==> src/inc/ppe_pkg.sv <==
// Purpose: Shared constants and types for the pin event control block
// Assumes: 32-bit AHB-Lite register bus, byte offsets decoded on the low 12 bits
// Notes: Three output units, two capture units, two shared pins
package ppe_pkg;
    localparam int NUM_OUT = 3;
    localparam int NUM_CAP = 2;
    localparam int NUM_PIN = 2;

    // Register byte offsets
    localparam logic [11:0] OFF_UNIT_CTRL = 12'h52C;
    localparam logic [11:0] OFF_TGT_NS = 12'h530;
    localparam logic [11:0] OFF_TGT_S = 12'h534;
    localparam logic [11:0] OFF_OUT_CFG = 12'h538;
    localparam logic [11:0] OFF_INDEX = 12'h540;
    localparam logic [11:0] OFF_IRQ_STS = 12'h544;
    localparam logic [11:0] OFF_IRQ_CLR = 12'h548;
    localparam logic [11:0] OFF_IRQ_EN = 12'h54C;
    localparam logic [11:0] OFF_CAP_STS = 12'h550;

    // Unit control/status word bit positions
    localparam int B_OUT_SRC = 8;
    localparam int B_PIN_LVL = 7;
    localparam int B_PIN_DIR = 6;
    localparam int B_CAP_IRQ = 5;
    localparam int B_OUT_ACT = 4;
    localparam int B_OUT_EN = 3;
    localparam int B_OUT_CLR = 2;
    localparam int B_CAP_ON = 1;
    localparam int B_CAP_CLR = 0;

    // Index register fields
    localparam int IDX_OUT_LSB = 0;
    localparam int IDX_CAP_BIT = 8;
    localparam int IDX_PIN_BIT = 16;

    // Output configuration and capture status fields
    localparam int B_NOTIFY = 24;
    localparam int B_CAP_RDY = 8;
    localparam int B_CAP_OVF = 9;

    // Interrupt status layout
    localparam int IRQ_DONE_LSB = 0;
    localparam int IRQ_FAULT_LSB = 3;
    localparam int IRQ_CAP_LSB = 6;
    localparam int IRQ_W = 8;

    // Reset values and capture count limit
    localparam logic [31:0] RST_WORD = 32'h0000_0000;
    localparam logic [7:0] RST_CNT = 8'h00;
    localparam logic [7:0] CNT_MAX = 8'hFF;

    // Pointers held in the index register
    typedef struct packed {
        logic pin;
        logic cap;
        logic [1:0] out;
    } ppe_idx_t;

    // Latched AHB address phase
    typedef struct packed {
        logic wr;
        logic [11:0] addr;
    } ppe_aphase_t;
endpackage

==> src/ppe_top.sv <==
// Purpose: Control and status for time-synchronised pin event units
// Assumes: Synchronised time arrives on the same clock; pins are asynchronous
// Notes: Zero wait-state AHB-Lite slave, response always OKAY
//
// The implementer's own choice: the AHB-Lite register port.
`timescale 1ns/1ps
module ppe_top (
    input wire logic i_ref_clk,               // System clock, 25 MHz
    input wire logic i_resetn,                // Asynchronous reset, active low
    input wire logic i_clk_en,                // Freezes all state while low
    input wire logic i_hsel,                  // AHB slave select
    input wire logic [31:0] i_haddr,          // AHB address
    input wire logic [1:0] i_htrans,          // AHB transfer type
    input wire logic i_hwrite,                // AHB write
    input wire logic [2:0] i_hsize,           // AHB size, word only
    input wire logic [31:0] i_hwdata,         // AHB write data
    input wire logic i_hready,                // AHB bus ready
    output logic [31:0] o_hrdata,             // AHB read data
    output logic o_hreadyout,                 // AHB slave ready
    output logic o_hresp,                     // AHB response, always OKAY
    input wire logic [31:0] i_sync_sec,       // Synchronised time, seconds
    input wire logic [29:0] i_sync_ns,        // Synchronised time, nanoseconds
    input wire logic [ppe_pkg::NUM_PIN-1:0] i_pin_in,   // Pin input levels
    output logic [ppe_pkg::NUM_PIN-1:0] o_pin_out,      // Pin output levels
    output logic [ppe_pkg::NUM_PIN-1:0] o_pin_oe_n,     // Pin drive enable, low drives
    output logic o_irq                        // Level interrupt
);
    import ppe_pkg::*;

    // Bus group state
    ppe_aphase_t aph_reg, aph_next;
    logic wpend_reg, wpend_next;
    logic [31:0] rdata_reg, rdata_next;

    // Unit group state
    ppe_idx_t idx_reg, idx_next;
    logic [NUM_OUT-1:0] out_en_reg, out_en_next;
    logic [NUM_OUT-1:0] out_clr_reg, out_clr_next;
    logic [NUM_OUT-1:0] fault_reg, fault_next;
    logic [NUM_OUT-1:0] notify_reg, notify_next;
    logic [NUM_OUT-1:0] fire_q_reg, fire_q_next;
    logic [29:0] tgt_ns_reg [NUM_OUT], tgt_ns_next [NUM_OUT];
    logic [31:0] tgt_s_reg [NUM_OUT], tgt_s_next [NUM_OUT];
    logic [NUM_PIN-1:0] out_src_reg, out_src_next;
    logic [NUM_PIN-1:0] dir_reg, dir_next;
    logic [NUM_CAP-1:0] cap_ie_reg, cap_ie_next;
    logic [NUM_CAP-1:0] cap_on_reg, cap_on_next;
    logic [NUM_CAP-1:0] cap_clr_reg, cap_clr_next;
    logic [NUM_CAP-1:0] rdy_reg, rdy_next;
    logic [NUM_CAP-1:0] ovf_reg, ovf_next;
    logic [7:0] cnt_reg [NUM_CAP], cnt_next [NUM_CAP];
    logic [IRQ_W-1:0] sts_reg, sts_next;
    logic [IRQ_W-1:0] ien_reg, ien_next;

    // Pin synchronisers and edge history
    logic [NUM_PIN-1:0] pin_s1_reg, pin_s2_reg, pin_prev_reg;

    logic [NUM_OUT-1:0] fire;
    logic [NUM_OUT-1:0] past;
    logic [61:0] now_time;

    // Address decode shared by read and write paths
    function automatic logic hit(input logic [11:0] a, input logic [11:0] off);
        hit = (a == off);
    endfunction

    assign now_time = {i_sync_sec, i_sync_ns};

    generate
        for (genvar u = 0; u < NUM_OUT; u++) begin : g_cmp
            assign past[u] = {tgt_s_reg[u], tgt_ns_reg[u]} < now_time;
            assign fire[u] = out_en_reg[u] & ~fault_reg[u] &
                             ({tgt_s_reg[u], tgt_ns_reg[u]} <= now_time);
        end
    endgenerate

    // Two-flop synchronisers on the pins, then an edge history flop
    generate
        for (genvar p = 0; p < NUM_PIN; p++) begin : g_sync
            always_ff @(posedge i_ref_clk or negedge i_resetn) begin
                if (!i_resetn) begin
                    pin_s1_reg[p] <= 1'b0;
                    pin_s2_reg[p] <= 1'b0;
                    pin_prev_reg[p] <= 1'b0;
                end else if (i_clk_en) begin
                    pin_s1_reg[p] <= i_pin_in[p];
                    pin_s2_reg[p] <= pin_s1_reg[p];
                    pin_prev_reg[p] <= pin_s2_reg[p];
                end
            end
        end
    endgenerate

    // Bus group: address phase latch and read data
    always_comb begin
        logic [11:0] a;
        logic [1:0] po;
        a = i_haddr[11:0];
        po = idx_reg.out;
        aph_next = aph_reg;
        wpend_next = 1'b0;
        rdata_next = rdata_reg;
        if (i_hsel && i_htrans[1] && i_hready) begin
            aph_next.addr = a;
            aph_next.wr = i_hwrite;
            wpend_next = i_hwrite;
            rdata_next = RST_WORD;
            if (!i_hwrite) begin
                if (hit(a, OFF_UNIT_CTRL)) begin
                    rdata_next[B_OUT_SRC] = out_src_reg[idx_reg.pin];
                    rdata_next[B_PIN_LVL] = pin_s2_reg[idx_reg.pin];
                    rdata_next[B_PIN_DIR] = dir_reg[idx_reg.pin];
                    rdata_next[B_CAP_IRQ] = cap_ie_reg[idx_reg.cap];
                    rdata_next[B_CAP_ON] = cap_on_reg[idx_reg.cap];
                    rdata_next[B_CAP_CLR] = cap_clr_reg[idx_reg.cap];
                    if (po < 2'(NUM_OUT)) begin
                        rdata_next[B_OUT_ACT] = out_en_reg[po] & ~fault_reg[po];
                        rdata_next[B_OUT_EN] = out_en_reg[po];
                        rdata_next[B_OUT_CLR] = out_clr_reg[po];
                    end
                end else if (hit(a, OFF_TGT_NS) && po < 2'(NUM_OUT)) begin
                    rdata_next = {2'b00, tgt_ns_reg[po]};
                end else if (hit(a, OFF_TGT_S) && po < 2'(NUM_OUT)) begin
                    rdata_next = tgt_s_reg[po];
                end else if (hit(a, OFF_OUT_CFG) && po < 2'(NUM_OUT)) begin
                    rdata_next[B_NOTIFY] = notify_reg[po];
                end else if (hit(a, OFF_INDEX)) begin
                    rdata_next[IDX_OUT_LSB +: 2] = idx_reg.out;
                    rdata_next[IDX_CAP_BIT] = idx_reg.cap;
                    rdata_next[IDX_PIN_BIT] = idx_reg.pin;
                end else if (hit(a, OFF_IRQ_STS)) begin
                    rdata_next[IRQ_W-1:0] = sts_reg;
                end else if (hit(a, OFF_IRQ_EN)) begin
                    rdata_next[IRQ_W-1:0] = ien_reg;
                end else if (hit(a, OFF_CAP_STS)) begin
                    rdata_next[7:0] = cnt_reg[idx_reg.cap];
                    rdata_next[B_CAP_RDY] = rdy_reg[idx_reg.cap];
                    rdata_next[B_CAP_OVF] = ovf_reg[idx_reg.cap];
                end
            end
        end
    end

    always_ff @(posedge i_ref_clk or negedge i_resetn) begin
        if (!i_resetn) begin
            aph_reg <= '0;
            wpend_reg <= 1'b0;
            rdata_reg <= RST_WORD;
        end else if (i_clk_en) begin
            aph_reg <= aph_next;
            wpend_reg <= wpend_next;
            rdata_reg <= rdata_next;
        end
    end

    // Unit group: register writes first, then hardware events
    always_comb begin
        logic [11:0] a;
        logic [1:0] po;
        logic we;
        logic edge_seen;
        a = aph_reg.addr;
        po = idx_reg.out;
        we = wpend_reg;
        edge_seen = 1'b0;
        idx_next = idx_reg;
        out_en_next = out_en_reg;
        out_clr_next = out_clr_reg;
        fault_next = fault_reg;
        notify_next = notify_reg;
        fire_q_next = fire;
        tgt_ns_next = tgt_ns_reg;
        tgt_s_next = tgt_s_reg;
        out_src_next = out_src_reg;
        dir_next = dir_reg;
        cap_ie_next = cap_ie_reg;
        cap_on_next = cap_on_reg;
        cap_clr_next = cap_clr_reg;
        rdy_next = rdy_reg;
        ovf_next = ovf_reg;
        cnt_next = cnt_reg;
        sts_next = sts_reg;
        ien_next = ien_reg;

        // Software clear of status; later sets win
        if (we && hit(a, OFF_IRQ_CLR)) begin
            sts_next = sts_reg & ~i_hwdata[IRQ_W-1:0];
        end

        // Register writes to the index, interrupt enable and indexed fields
        if (we) begin
            if (hit(a, OFF_INDEX)) begin
                idx_next.out = i_hwdata[IDX_OUT_LSB +: 2];
                idx_next.cap = i_hwdata[IDX_CAP_BIT];
                idx_next.pin = i_hwdata[IDX_PIN_BIT];
            end else if (hit(a, OFF_IRQ_EN)) begin
                ien_next = i_hwdata[IRQ_W-1:0];
            end else if (hit(a, OFF_UNIT_CTRL)) begin
                out_src_next[idx_reg.pin] = i_hwdata[B_OUT_SRC];
                dir_next[idx_reg.pin] = i_hwdata[B_PIN_DIR];
                cap_ie_next[idx_reg.cap] = i_hwdata[B_CAP_IRQ];
                cap_clr_next[idx_reg.cap] = i_hwdata[B_CAP_CLR];
                cap_on_next[idx_reg.cap] = i_hwdata[B_CAP_ON];
                if (i_hwdata[B_CAP_ON]) begin
                    cnt_next[idx_reg.cap] = RST_CNT;
                end else begin
                    rdy_next[idx_reg.cap] = 1'b0;
                    ovf_next[idx_reg.cap] = 1'b0;
                end
                if (po < 2'(NUM_OUT)) begin
                    out_clr_next[po] = i_hwdata[B_OUT_CLR];
                    out_en_next[po] = i_hwdata[B_OUT_EN];
                    if (!i_hwdata[B_OUT_EN]) begin
                        fault_next[po] = 1'b0;
                    end else if (past[po] && notify_reg[po]) begin
                        fault_next[po] = 1'b1;
                        sts_next[IRQ_FAULT_LSB + 32'(po)] = 1'b1;
                    end
                end
            end else if (po < 2'(NUM_OUT)) begin
                if (hit(a, OFF_TGT_NS)) tgt_ns_next[po] = i_hwdata[29:0];
                if (hit(a, OFF_TGT_S)) tgt_s_next[po] = i_hwdata;
                if (hit(a, OFF_OUT_CFG)) notify_next[po] = i_hwdata[B_NOTIFY];
            end
        end

        // Output units fire and report
        for (int u = 0; u < NUM_OUT; u++) begin
            if (fire[u]) begin
                out_en_next[u] = 1'b0;
                if (notify_reg[u]) sts_next[IRQ_DONE_LSB + u] = 1'b1;
            end
            if (out_clr_next[u]) begin
                out_en_next[u] = 1'b0;
                fault_next[u] = 1'b0;
                notify_next[u] = 1'b0;
                tgt_ns_next[u] = 30'h0000_0000;
                tgt_s_next[u] = RST_WORD;
            end
        end

        // Capture units count rising edges on their own pin
        for (int c = 0; c < NUM_CAP; c++) begin
            edge_seen = pin_s2_reg[c] & ~pin_prev_reg[c] & dir_reg[c] & cap_on_reg[c];
            if (edge_seen) begin
                rdy_next[c] = 1'b1;
                // Count on from the cleared value when an enable write lands too
                if (cnt_next[c] == CNT_MAX) ovf_next[c] = 1'b1;
                else cnt_next[c] = cnt_next[c] + 8'h01;
                if (cap_ie_reg[c]) sts_next[IRQ_CAP_LSB + c] = 1'b1;
            end
            if (cap_clr_next[c]) begin
                cap_on_next[c] = 1'b0;
                cap_ie_next[c] = 1'b0;
                rdy_next[c] = 1'b0;
                ovf_next[c] = 1'b0;
                cnt_next[c] = RST_CNT;
            end
        end
    end

    always_ff @(posedge i_ref_clk or negedge i_resetn) begin
        if (!i_resetn) begin
            idx_reg <= '0;
            out_en_reg <= '0;
            out_clr_reg <= '0;
            fault_reg <= '0;
            notify_reg <= '0;
            fire_q_reg <= '0;
            for (int u = 0; u < NUM_OUT; u++) begin
                tgt_ns_reg[u] <= 30'h0000_0000;
                tgt_s_reg[u] <= RST_WORD;
            end
            out_src_reg <= '0;
            dir_reg <= '0;
            cap_ie_reg <= '0;
            cap_on_reg <= '0;
            cap_clr_reg <= '0;
            rdy_reg <= '0;
            ovf_reg <= '0;
            for (int c = 0; c < NUM_CAP; c++) begin
                cnt_reg[c] <= RST_CNT;
            end
            sts_reg <= '0;
            ien_reg <= '0;
        end else if (i_clk_en) begin
            idx_reg <= idx_next;
            out_en_reg <= out_en_next;
            out_clr_reg <= out_clr_next;
            fault_reg <= fault_next;
            notify_reg <= notify_next;
            fire_q_reg <= fire_q_next;
            tgt_ns_reg <= tgt_ns_next;
            tgt_s_reg <= tgt_s_next;
            out_src_reg <= out_src_next;
            dir_reg <= dir_next;
            cap_ie_reg <= cap_ie_next;
            cap_on_reg <= cap_on_next;
            cap_clr_reg <= cap_clr_next;
            rdy_reg <= rdy_next;
            ovf_reg <= ovf_next;
            cnt_reg <= cnt_next;
            sts_reg <= sts_next;
            ien_reg <= ien_next;
        end
    end

    // Pin drive: output unit p on pin p
    generate
        for (genvar p = 0; p < NUM_PIN; p++) begin : g_pin
            assign o_pin_out[p] = out_src_reg[p] ? fire[p] : fire_q_reg[p];
            assign o_pin_oe_n[p] = dir_reg[p];
        end
    endgenerate

    // Bus answers and interrupt
    assign o_hrdata = rdata_reg;
    assign o_hreadyout = 1'b1;
    assign o_hresp = 1'b0;
    assign o_irq = |(sts_reg & ien_reg);
endmodule // ppe_top

==> config.mk <==
export PLATFORM = sky130hd
export DESIGN_NAME = ppe_top
export DESIGN_NICKNAME = d
export VERILOG_FILES = /design/src/inc/ppe_pkg.sv /design/src/ppe_top.sv
export SDC_FILE = /design/constraint.sdc
export NUM_CORES = 1
export LEC_CHECK = 0
export BUFFER_PORTS_ARGS = -buffer_cell sky130_fd_sc_hd__buf_2
export CORE_UTILIZATION = 60
export DETAILED_ROUTE_END_ITERATION = 6
export GPL_ROUTABILITY_DRIVEN = 0
export PLACE_DENSITY = 0.83
export SLEW_MARGIN = 25
export SYNTH_ARGS = -nofsm -noshare
export SYNTH_HDL_FRONTEND = slang
export SYNTH_SLANG_ARGS = --single-unit
==> constraint.sdc <==
create_clock -name i_ref_clk -period 3.9 [get_ports i_ref_clk]
set_input_delay 0.78 -clock i_ref_clk [delete_from_list [all_inputs] [get_ports i_ref_clk]]
set_output_delay 0.78 -clock i_ref_clk [all_outputs]
set_load 0.05 [all_outputs]
After elaboration in Yosys (flattened, before gate mapping)
Index checks and enable logic that the tools add are counted.
Word-level totals
  flip-flop bits (word level): 301
  bits of input ports: 139
Cells by class
  add/subtract/negate cells: 3
  $lt $le $gt $ge: 19
  equal/unequal tests: 45
  multiplexer cells: 204
  bitwise operators: 35
  reductions and logical operators: 72
Operator list (count)
  2-to-1 mux 96 bit: 6
  2-to-1 mux 90 bit: 6
  2-to-1 mux 32 bit: 8
  less-or-equal comparator 62 bit: 3
  < comparator 62 bit: 3
  == test 12 x 11 -> 1 bit (second input constant): 15
  2-to-1 mux 30 bit: 6
  2-to-1 mux 8 bit: 20
  bitwise mux 96 bit: 1
  bitwise mux 90 bit: 1
  AND reduction 7 bit: 12
  2-to-1 mux 16 bit: 5
  2-to-1 mux 3 bit: 24
  2-to-1 mux 1 bit: 71
  binary-select mux 32 bit (select 2 bit): 1
  demux 32 bit (select 2 bit): 1
  binary-select mux 30 bit (select 2 bit): 1
  demux 30 bit (select 2 bit): 1
  2-to-1 mux 2 bit: 25
  nonzero test 2 bit: 22
  nonzero test 3 bit: 13
  2-to-1 mux 10 bit: 3
  AND reduction 6 bit: 5
  != test 2 bit (second input constant): 13
  other kinds (48): 112

Logic depth before layout (Yosys ltp)
Gate-level depths: netlist of the first run.
  depth after elaboration: 16
  gate-level depth with buffers: 14

Least setup slack after synthesis of the first run
No wires, ideal clock.
  kind: input to output
  start point: input port i_sync_ns[15]
  end point: output port o_pin_out[0] (netlist name)
  arrival: 3065 ps
  setup slack: 55 ps
  cell stages on the path: 9
  path buffers: 0
  path through: inv_1 ha_1 a21o_1 a221o_1 a22oi_1 nand4_1 o21ai_0 a21oi_1 a21oi_1
Between the ends
  cells in the longest elaborated chain, start to end: 3
RTL lines
  start: declaration: RTL line ppe_top.sv:22  | input wire logic [29:0] i_sync_ns,
  less-or-equal comparator 62 bit: RTL line ppe_top.sv:73  | ({tgt_s_reg[u], tgt_ns_reg[u]} <= now_time);
  bitwise AND 1 bit: RTL line ppe_top.sv:72  | assign fire[u] = out_en_reg[u] & ~fault_reg[u] &
  2-to-1 mux 1 bit: RTL line ppe_top.sv:311  | assign o_pin_out[p] = out_src_reg[p] ? fire[p] : fire_q_reg[p];
  end: declaration: RTL line ppe_top.sv:24  | output logic [ppe_pkg::NUM_PIN-1:0] o_pin_out,
Every way passes these cells.

Worst setup path after layout of the first run
  start point: register tgt_s_reg[57] (netlist name)
  end point: output port o_pin_out[1] (netlist name)
Between the ends
  cells in the longest elaborated chain, start to end: 3
RTL lines
  start: declaration: RTL line ppe_top.sv:43  | logic [31:0] tgt_s_reg [NUM_OUT], tgt_s_next [NUM_OUT];
  start signal: assignment: RTL line ppe_top.sv:294  | tgt_s_reg <= tgt_s_next;
  less-or-equal comparator 62 bit: RTL line ppe_top.sv:73
  bitwise AND 1 bit: RTL line ppe_top.sv:72
  2-to-1 mux 1 bit: RTL line ppe_top.sv:311
Every way passes these cells.

==> results of run 1 <==
==> routing by layer <==
metal | track usage [%] | routed length (um) | vias to the layer above
met1 | 48.53 | 23350 | 8666
met4 | 25.24 | 4093 | 2
met5 | 0 | 11 | -
met3 | 6.827 | 6628 | 297
met2 | 59.89 | 28310 | 1213
li1 | - | - | 8047
==> logic make-up after synthesis <==
logic type               count (synthesis)  synth area share, %
adder cells (fa/ha/maj)                194                12.79
AO/OA/AOI/OAI                          611                19.07
other                                    2              0.03957
AND/OR/NAND/NOR                        708                16.75
XOR/XNOR                                 2              0.09232
multiplexers                           128                7.028
flip-flops                             301                39.69
buffers and inverters                  206                4.530
==> metrics by stage <==
step	utilization (%)	cells
after floorplan	-	2152
after global placement	66.54	2672
after detailed placement	66.54	2672
after CTS	70.17	2732
after global routing	70.93	2738
final	70.95	2740
==> placed cells by master, fill, tap and decap left out, drive strengths merged, types with 13 or more instances in the layout <==
| cell | synthesis | layout |
|---|---|---|
| and4 | 13 | 13 |
| clkbuf | 55 | 53 |
| nor3 | 20 | 20 |
| a21o | 22 | 22 |
| a21oi | 128 | 128 |
| nand2 | 453 | 453 |
| o21ai | 313 | 313 |
| dfrtp | 301 | 301 |
| ha | 194 | 194 |
| inv | 93 | 95 |
| o22ai | 15 | 15 |
| nor2 | 71 | 71 |
| a22oi | 23 | 23 |
| mux2i | 92 | 92 |
| mux2 | 36 | 36 |
| nand3 | 37 | 37 |
| buf | 57 | 243 |
| nand4 | 43 | 43 |
==> layout make-up <==
class	instances	area (sq um)
antenna	2	5.005
clock buffer	53	1026
clock inverter	6	40.04
timing repair buffer	243	1582
sequential	301	7538
fill	2265	8957
tap	396	495.5
multi-input combinational	1645	10830
inverter	94	352.8
==> power breakdown <==
group / leakage (nW) / total, mW / switching, mW / internal (mW)
sequential: 4.11 / 3.47 / 0.182 / 3.28
combinational: 5.46 / 1.49 / 0.970 / 0.516
clock: 0.520 / 3.15 / 1.34 / 1.82
==> worst max path at each step <==
| stage | depth (start not counted) | slack, ns | endpoint | startpoint |
|---|---|---|---|---|
| 5_1_grt | 10 | -0.07 | o_pin_out[1] | tgt_s_reg[57]$_DFFE_PN0P_ |
| 6_report | 9 | -0.007 | o_pin_out[1] | tgt_s_reg[57]$_DFFE_PN0P_ |
| 4_1_cts | 10 | 0.0003 | o_pin_out[1] | tgt_s_reg[37]$_DFFE_PN0P_ |
| 3_5_place_dp | 11 | -0.35 | o_pin_out[1] | i_sync_sec[5] |
| 3_3_place_gp | 11 | -0.30 | o_pin_out[1] | i_sync_sec[5] |
| 2_1_floorplan | 9 | 0.06 | o_pin_out[0] | i_sync_ns[15] |
==> what timing repair did <==
action	4_1_cts	5_1_grt
setup endpoints to repair	2	2
pin swaps	4	22
buffers inserted	1	6
gates resized for setup	9	32
endpoints found under the hold margin	0	0
==> qor.yml, run 1 <==
status:
  outcome: "finished with violations"
  violations: "DRC, setup timing"
grt:
  grt_pass1_vias: 18127
  overflow: 0
  grt_antenna_before_repair: 1
  track_usage_pct: 38.14
  grt_pass1_wl_um: 97050
  grt_max_degree: 85
die:
  io_pins: 178
  die_y_um: 179.8
  die_w_um: 179.8
  core-area_sq_um: 30830
  dieArea_sq_um: 32340
  rows: 64
  start_util_pct: 61.55
sta:
  hold_viol: 0
  skew_ns: 0.02176
  finalSetupTns_ns: -0.006591
  max_slew_margin_pct: 43.08
  timing.final.ws_setup_ns: -0.006591
  fin_crit_ns: 3.907
  setup_viol: 1
  tightest_slew_ns: 0.8538
  whs_ns: 0.2095
  min_period_over_period_pct: 100.2
  drv_slew: 0
  clock.fmax_mhz: 256.0
worst_setup_path:
  crit_buf_inv: 1
  worst_path_max_delay_cell: "nor4_4"
  r2r_cells: 8
  end_kind: "primary output"
  r2r_end: "tgt_ns_reg[69]$_DFFE_PN0P_"
  crit_chain: "ha_1, nand4_1, nor4_4, nand3_2, a211oi_4, nor4_4, o211ai_1, o21ai_1, buf_6"
  critical_path_class: "reg2out"
  cp_top_family: "simple AND/OR/NAND/NOR gates"
  crit_arrival_ns: 3.13
  cpMostUsedCell: "nor4_4"
  startpoint_type: "flop"
  reg2reg_from: "aph_reg[1]$_DFFE_PN0P_"
  worstPathMaxFanout: 3
  slowest_delay_ns: 0.46
  r2r_setup_slack_ns: 0.55
  crit_required_ns: 3.12
routing:
  wirelength_um: 62400
  drc_errors: 16
  routed_via_density: 6.651
  drt-wirelength-per-cell_um: 22.77
  vias: 18225
  drtAntennaViolNets: 0
  firstDrtPassIters: 7
  first_iter_violations: 2397
final_layout:
  fin_nets: 2654
  area_growth_pct: 15.26
  layout-drive-gt1-share_pct: 16.52
  largest_reg_flops: 96
  final_area_sq_um: 21870
place:
  place_ws_ns: -0.3528
  dp_hpwl_um: 43370
  place_area_sq_um: 20510
  io_buffer_count: 151
synthesis:
  yosys_register_bits: 301
  avgSynthCellArea_sq_um: 8.818
  yosysTopAreaCell: "dfrtp_1"
  synth_top_area_share_pct: 39.69
  synth.yosys.seq_area_share_pct: 39.69
  yosysWarnings: 0
  syn_area_sq_um: 18980
  netlist-cell-type-count: 81
  async_reset_ff_share_pct: 100.0
  synth-edff-count: 0
  synth_area_leaders: "dfrtp_1 (40%), ha_1 (13%), nand2_1 (9.0%)"
  syn-num-nets: 2485
  yosysMostFrequentCell: "nand2_1"
  synth_cells: 2152
  yosys-top-cells-count: "nand2_1 (453), o21ai_0 (303), dfrtp_1 (301)"
  synth_ff_type: "dfrtp_1"
power:
  p_per_area_nw_per_um2: 370.5
  power.total_mw: 8.104
  leakagePower_nw: 10.09
  ir_drop_v: 0.0002930
clock_tree:
  cts_made_buffers: 36
  cts.clk_slew.worst_paths_ns: 0.05
  root_buffer: "clkbuf_16"
  clk_latency_ns: 0.53
  htreeDepth: 2
  postCtsHoldBufs: 0
  cts_tree: "done"
  clkSinkCount: 301
  clock_tree.buffer_depth: 3
job:
  max-cap-violations: 0
worst_hold_path:
  hold_class: "in2async"
(Power assumes the default switching activity.)
==> run 2: changes to the inputs <==
CORE_UTILIZATION = 55   (was 60)
PLACE_DENSITY = 0.8   (was 0.83)
clock period = 3.3 ns   (was 3.9 ns; I/O delays follow)
==> qor.yml, run 2 (synthesis gave the netlist of run 1 again) <==
worst_setup_path:
  worst_path_max_delay_cell: "dfrtp_1"
  slowest_delay_ns: 0.40
  crit_required_ns: 2.64
  crit_chain: "ha_1, nand4_1, nor4_2, buf_4, nand4_1, a21oi_2, o21ai_2, a21oi_4, a21oi_4, buf_8"
  end_kind: "primary output"
  startpoint_type: "flop"
  r2r_cells: 11
  worstPathMaxFanout: 2
  crit_arrival_ns: 2.95
  critical_path_class: "reg2out"
grt:
  grt_pass1_vias: 18363
  grt_pass1_wl_um: 99080
  grt_antenna_before_repair: 1
  track_usage_pct: 35.83
  grt_max_degree: 73
  overflow: 0
power:
  leakagePower_nw: 10.68
  p_int_mw: 6.795
  p_clk_share_pct: 38.6
  swShare_pct: 30.37
  switching_power_mw: 2.964
  power_frac_seq_pct: 41.8
  ir_drop_v: 0.0003912
  combPwrFrac_pct: 19.6
  power.total_mw: 9.760
  p_per_area_nw_per_um2: 425.2
sta:
  finalSetupTns_ns: -0.6157
  hold_viol: 0
  skew_ns: 0.02474
  min_period_over_period_pct: 109.4
  rsz0062_at_grt: "true"
  fin_crit_ns: 3.609
  setup_viol: 2
  drv_slew: 0
  timing.final.ws_setup_ns: -0.3088
  clock.fmax_mhz: 277.1
  tightest_slew_ns: 0.9099
  whs_ns: 0.1066
  max_slew_margin_pct: 39.34
status:
  outcome: "finished with violations"
  violations: "setup timing"
routing:
  wirelength_um: 63290
  drc_errors: 0
  first_iter_violations: 2111
  firstDrtPassIters: 6
  drtAntennaViolNets: 0
  drt-wirelength-per-cell_um: 21.79
  routed_via_density: 6.401
  vias: 18588
final_layout:
  largest_reg_flops: 96
  layout_common_cells: "nand2_1 (452), o21ai_0 (299), dfrtp_1 (297), buf_4 (197), ha_1 (182)"
  stdcell_count: 2904
  antenna_cells: 0
  fin_nets: 2767
  layout-drive-gt1-share_pct: 21.25
  area_growth_pct: 20.96
  layout_commonest_cell: "nand2_1"
place:
  place_ws_ns: -0.6602
  dp_hpwl_um: 45020
  dp.cells: 2834
  io_buffer_count: 151
clock_tree:
  clkSinkCount: 301
  cts_tree: "done"
  root_buffer: "clkbuf_16"
  clock_tree.buffer_depth: 3
  htreeDepth: 2
  postCtsHoldBufs: 0
  cts_made_buffers: 35
  clk_latency_ns: 0.54
  cts.clk_slew.worst_paths_ns: 0.06
die:
  io_pins: 178
  start_util_pct: 56.31
  dieArea_sq_um: 35250
  die_w_um: 187.8
  core-area_sq_um: 33700
  die_y_um: 187.8
  rows: 67
job:
  max-cap-violations: 0
worst_hold_path:
  hold_class: "in2async"
run 2: cell count changes in the layout (fill, tap and decap cells not counted), moves of 3 or more:
cell and change:
a21oi_1 -3, nor3_1 -3, ha_4 +5, clkbuf_1 -6, ha_1 -5, clkbuf_8 +3
clkinv_2 +4, buf_4 +114
run 2: power groups by stage:
stage / Sequential [mW] / Combinational, mW / Clock, mW
after floorplan: 4.06 / 1.00 / 0
after global placement: 4.12 / 1.70 / 0
after detailed placement: 4.12 / 1.78 / 0
after CTS: 4.06 / 1.84 / 3.77
after global routing: 4.09 / 2.08 / 3.93
final: 4.08 / 1.92 / 3.76
run 2: area by class of cell:
class | count | area [sq um]
fill | 2517 | 10750
multi-input combinational | 1645 | 10980
tap | 448 | 560.5
inverter | 94 | 352.8
timing repair buffer | 357 | 2432
clock buffer | 48 | 994.7
sequential | 301 | 7540
clock inverter | 11 | 91.34
run 2: repair_timing:
action / in CTS / in global routing
cloned: 0 / 0
hold endpoints to repair: 0 / 0
gates resized for setup: 41 / 19
endpoints found under the setup margin: 2 / 12
pin swaps: 26 / 13
setup buffers: 10 / 2
run 2: worst paths after layout:
kind	startpoint	to	slack, ns
max	tgt_ns_reg[87]$_DFFE_PN0P_	o_pin_out[0]	-0.31
min in group i_ref_clk	i_pin_in[1]	pin_s1_reg[1]$_DFFE_PN0P_	0.36
max in group asynchronous	i_resetn	tgt_s_reg[55]$_DFFE_PN0P_	2.26
min reg2reg	o_hrdata[3]$_DFFE_PN0P_	o_hrdata[3]$_DFFE_PN0P_	0.47
max reg2reg	tgt_ns_reg[25]$_DFFE_PN0P_	fault_reg[0]$_DFFE_PN0P_	0.16
min	i_resetn	o_hrdata[17]$_DFFE_PN0P_	0.11
run 2: metrics by stage:
step | utilization, % | cell area, sq um
after detailed placement | 63.52 | 21410
after global placement | 63.50 | 21400
after floorplan | - | 18980
after CTS | 67.67 | 22800
final | 68.11 | 22950
after global routing | 68.11 | 22950
run 2: worst max-delay path: cells and delay by family, from the launching register on:
kind | cells | cell delay, ns
AO/OA/AOI/OAI | 4 | 0.66
adder cells (fa/ha/maj) | 1 | 0.31
buffers and inverters | 2 | 0.33
flip-flops | 1 | 0.40
AND/OR/NAND/NOR | 3 | 0.73
run 2: layer usage:
layer  track usage (%)  part of all wire (%)  wire length (um)
met5                 0                 0.021                13
met4             21.76                   6.3              4011
met3             7.486                    10              6548
met2             56.42                    46             28800
met1             45.35                    38             23920
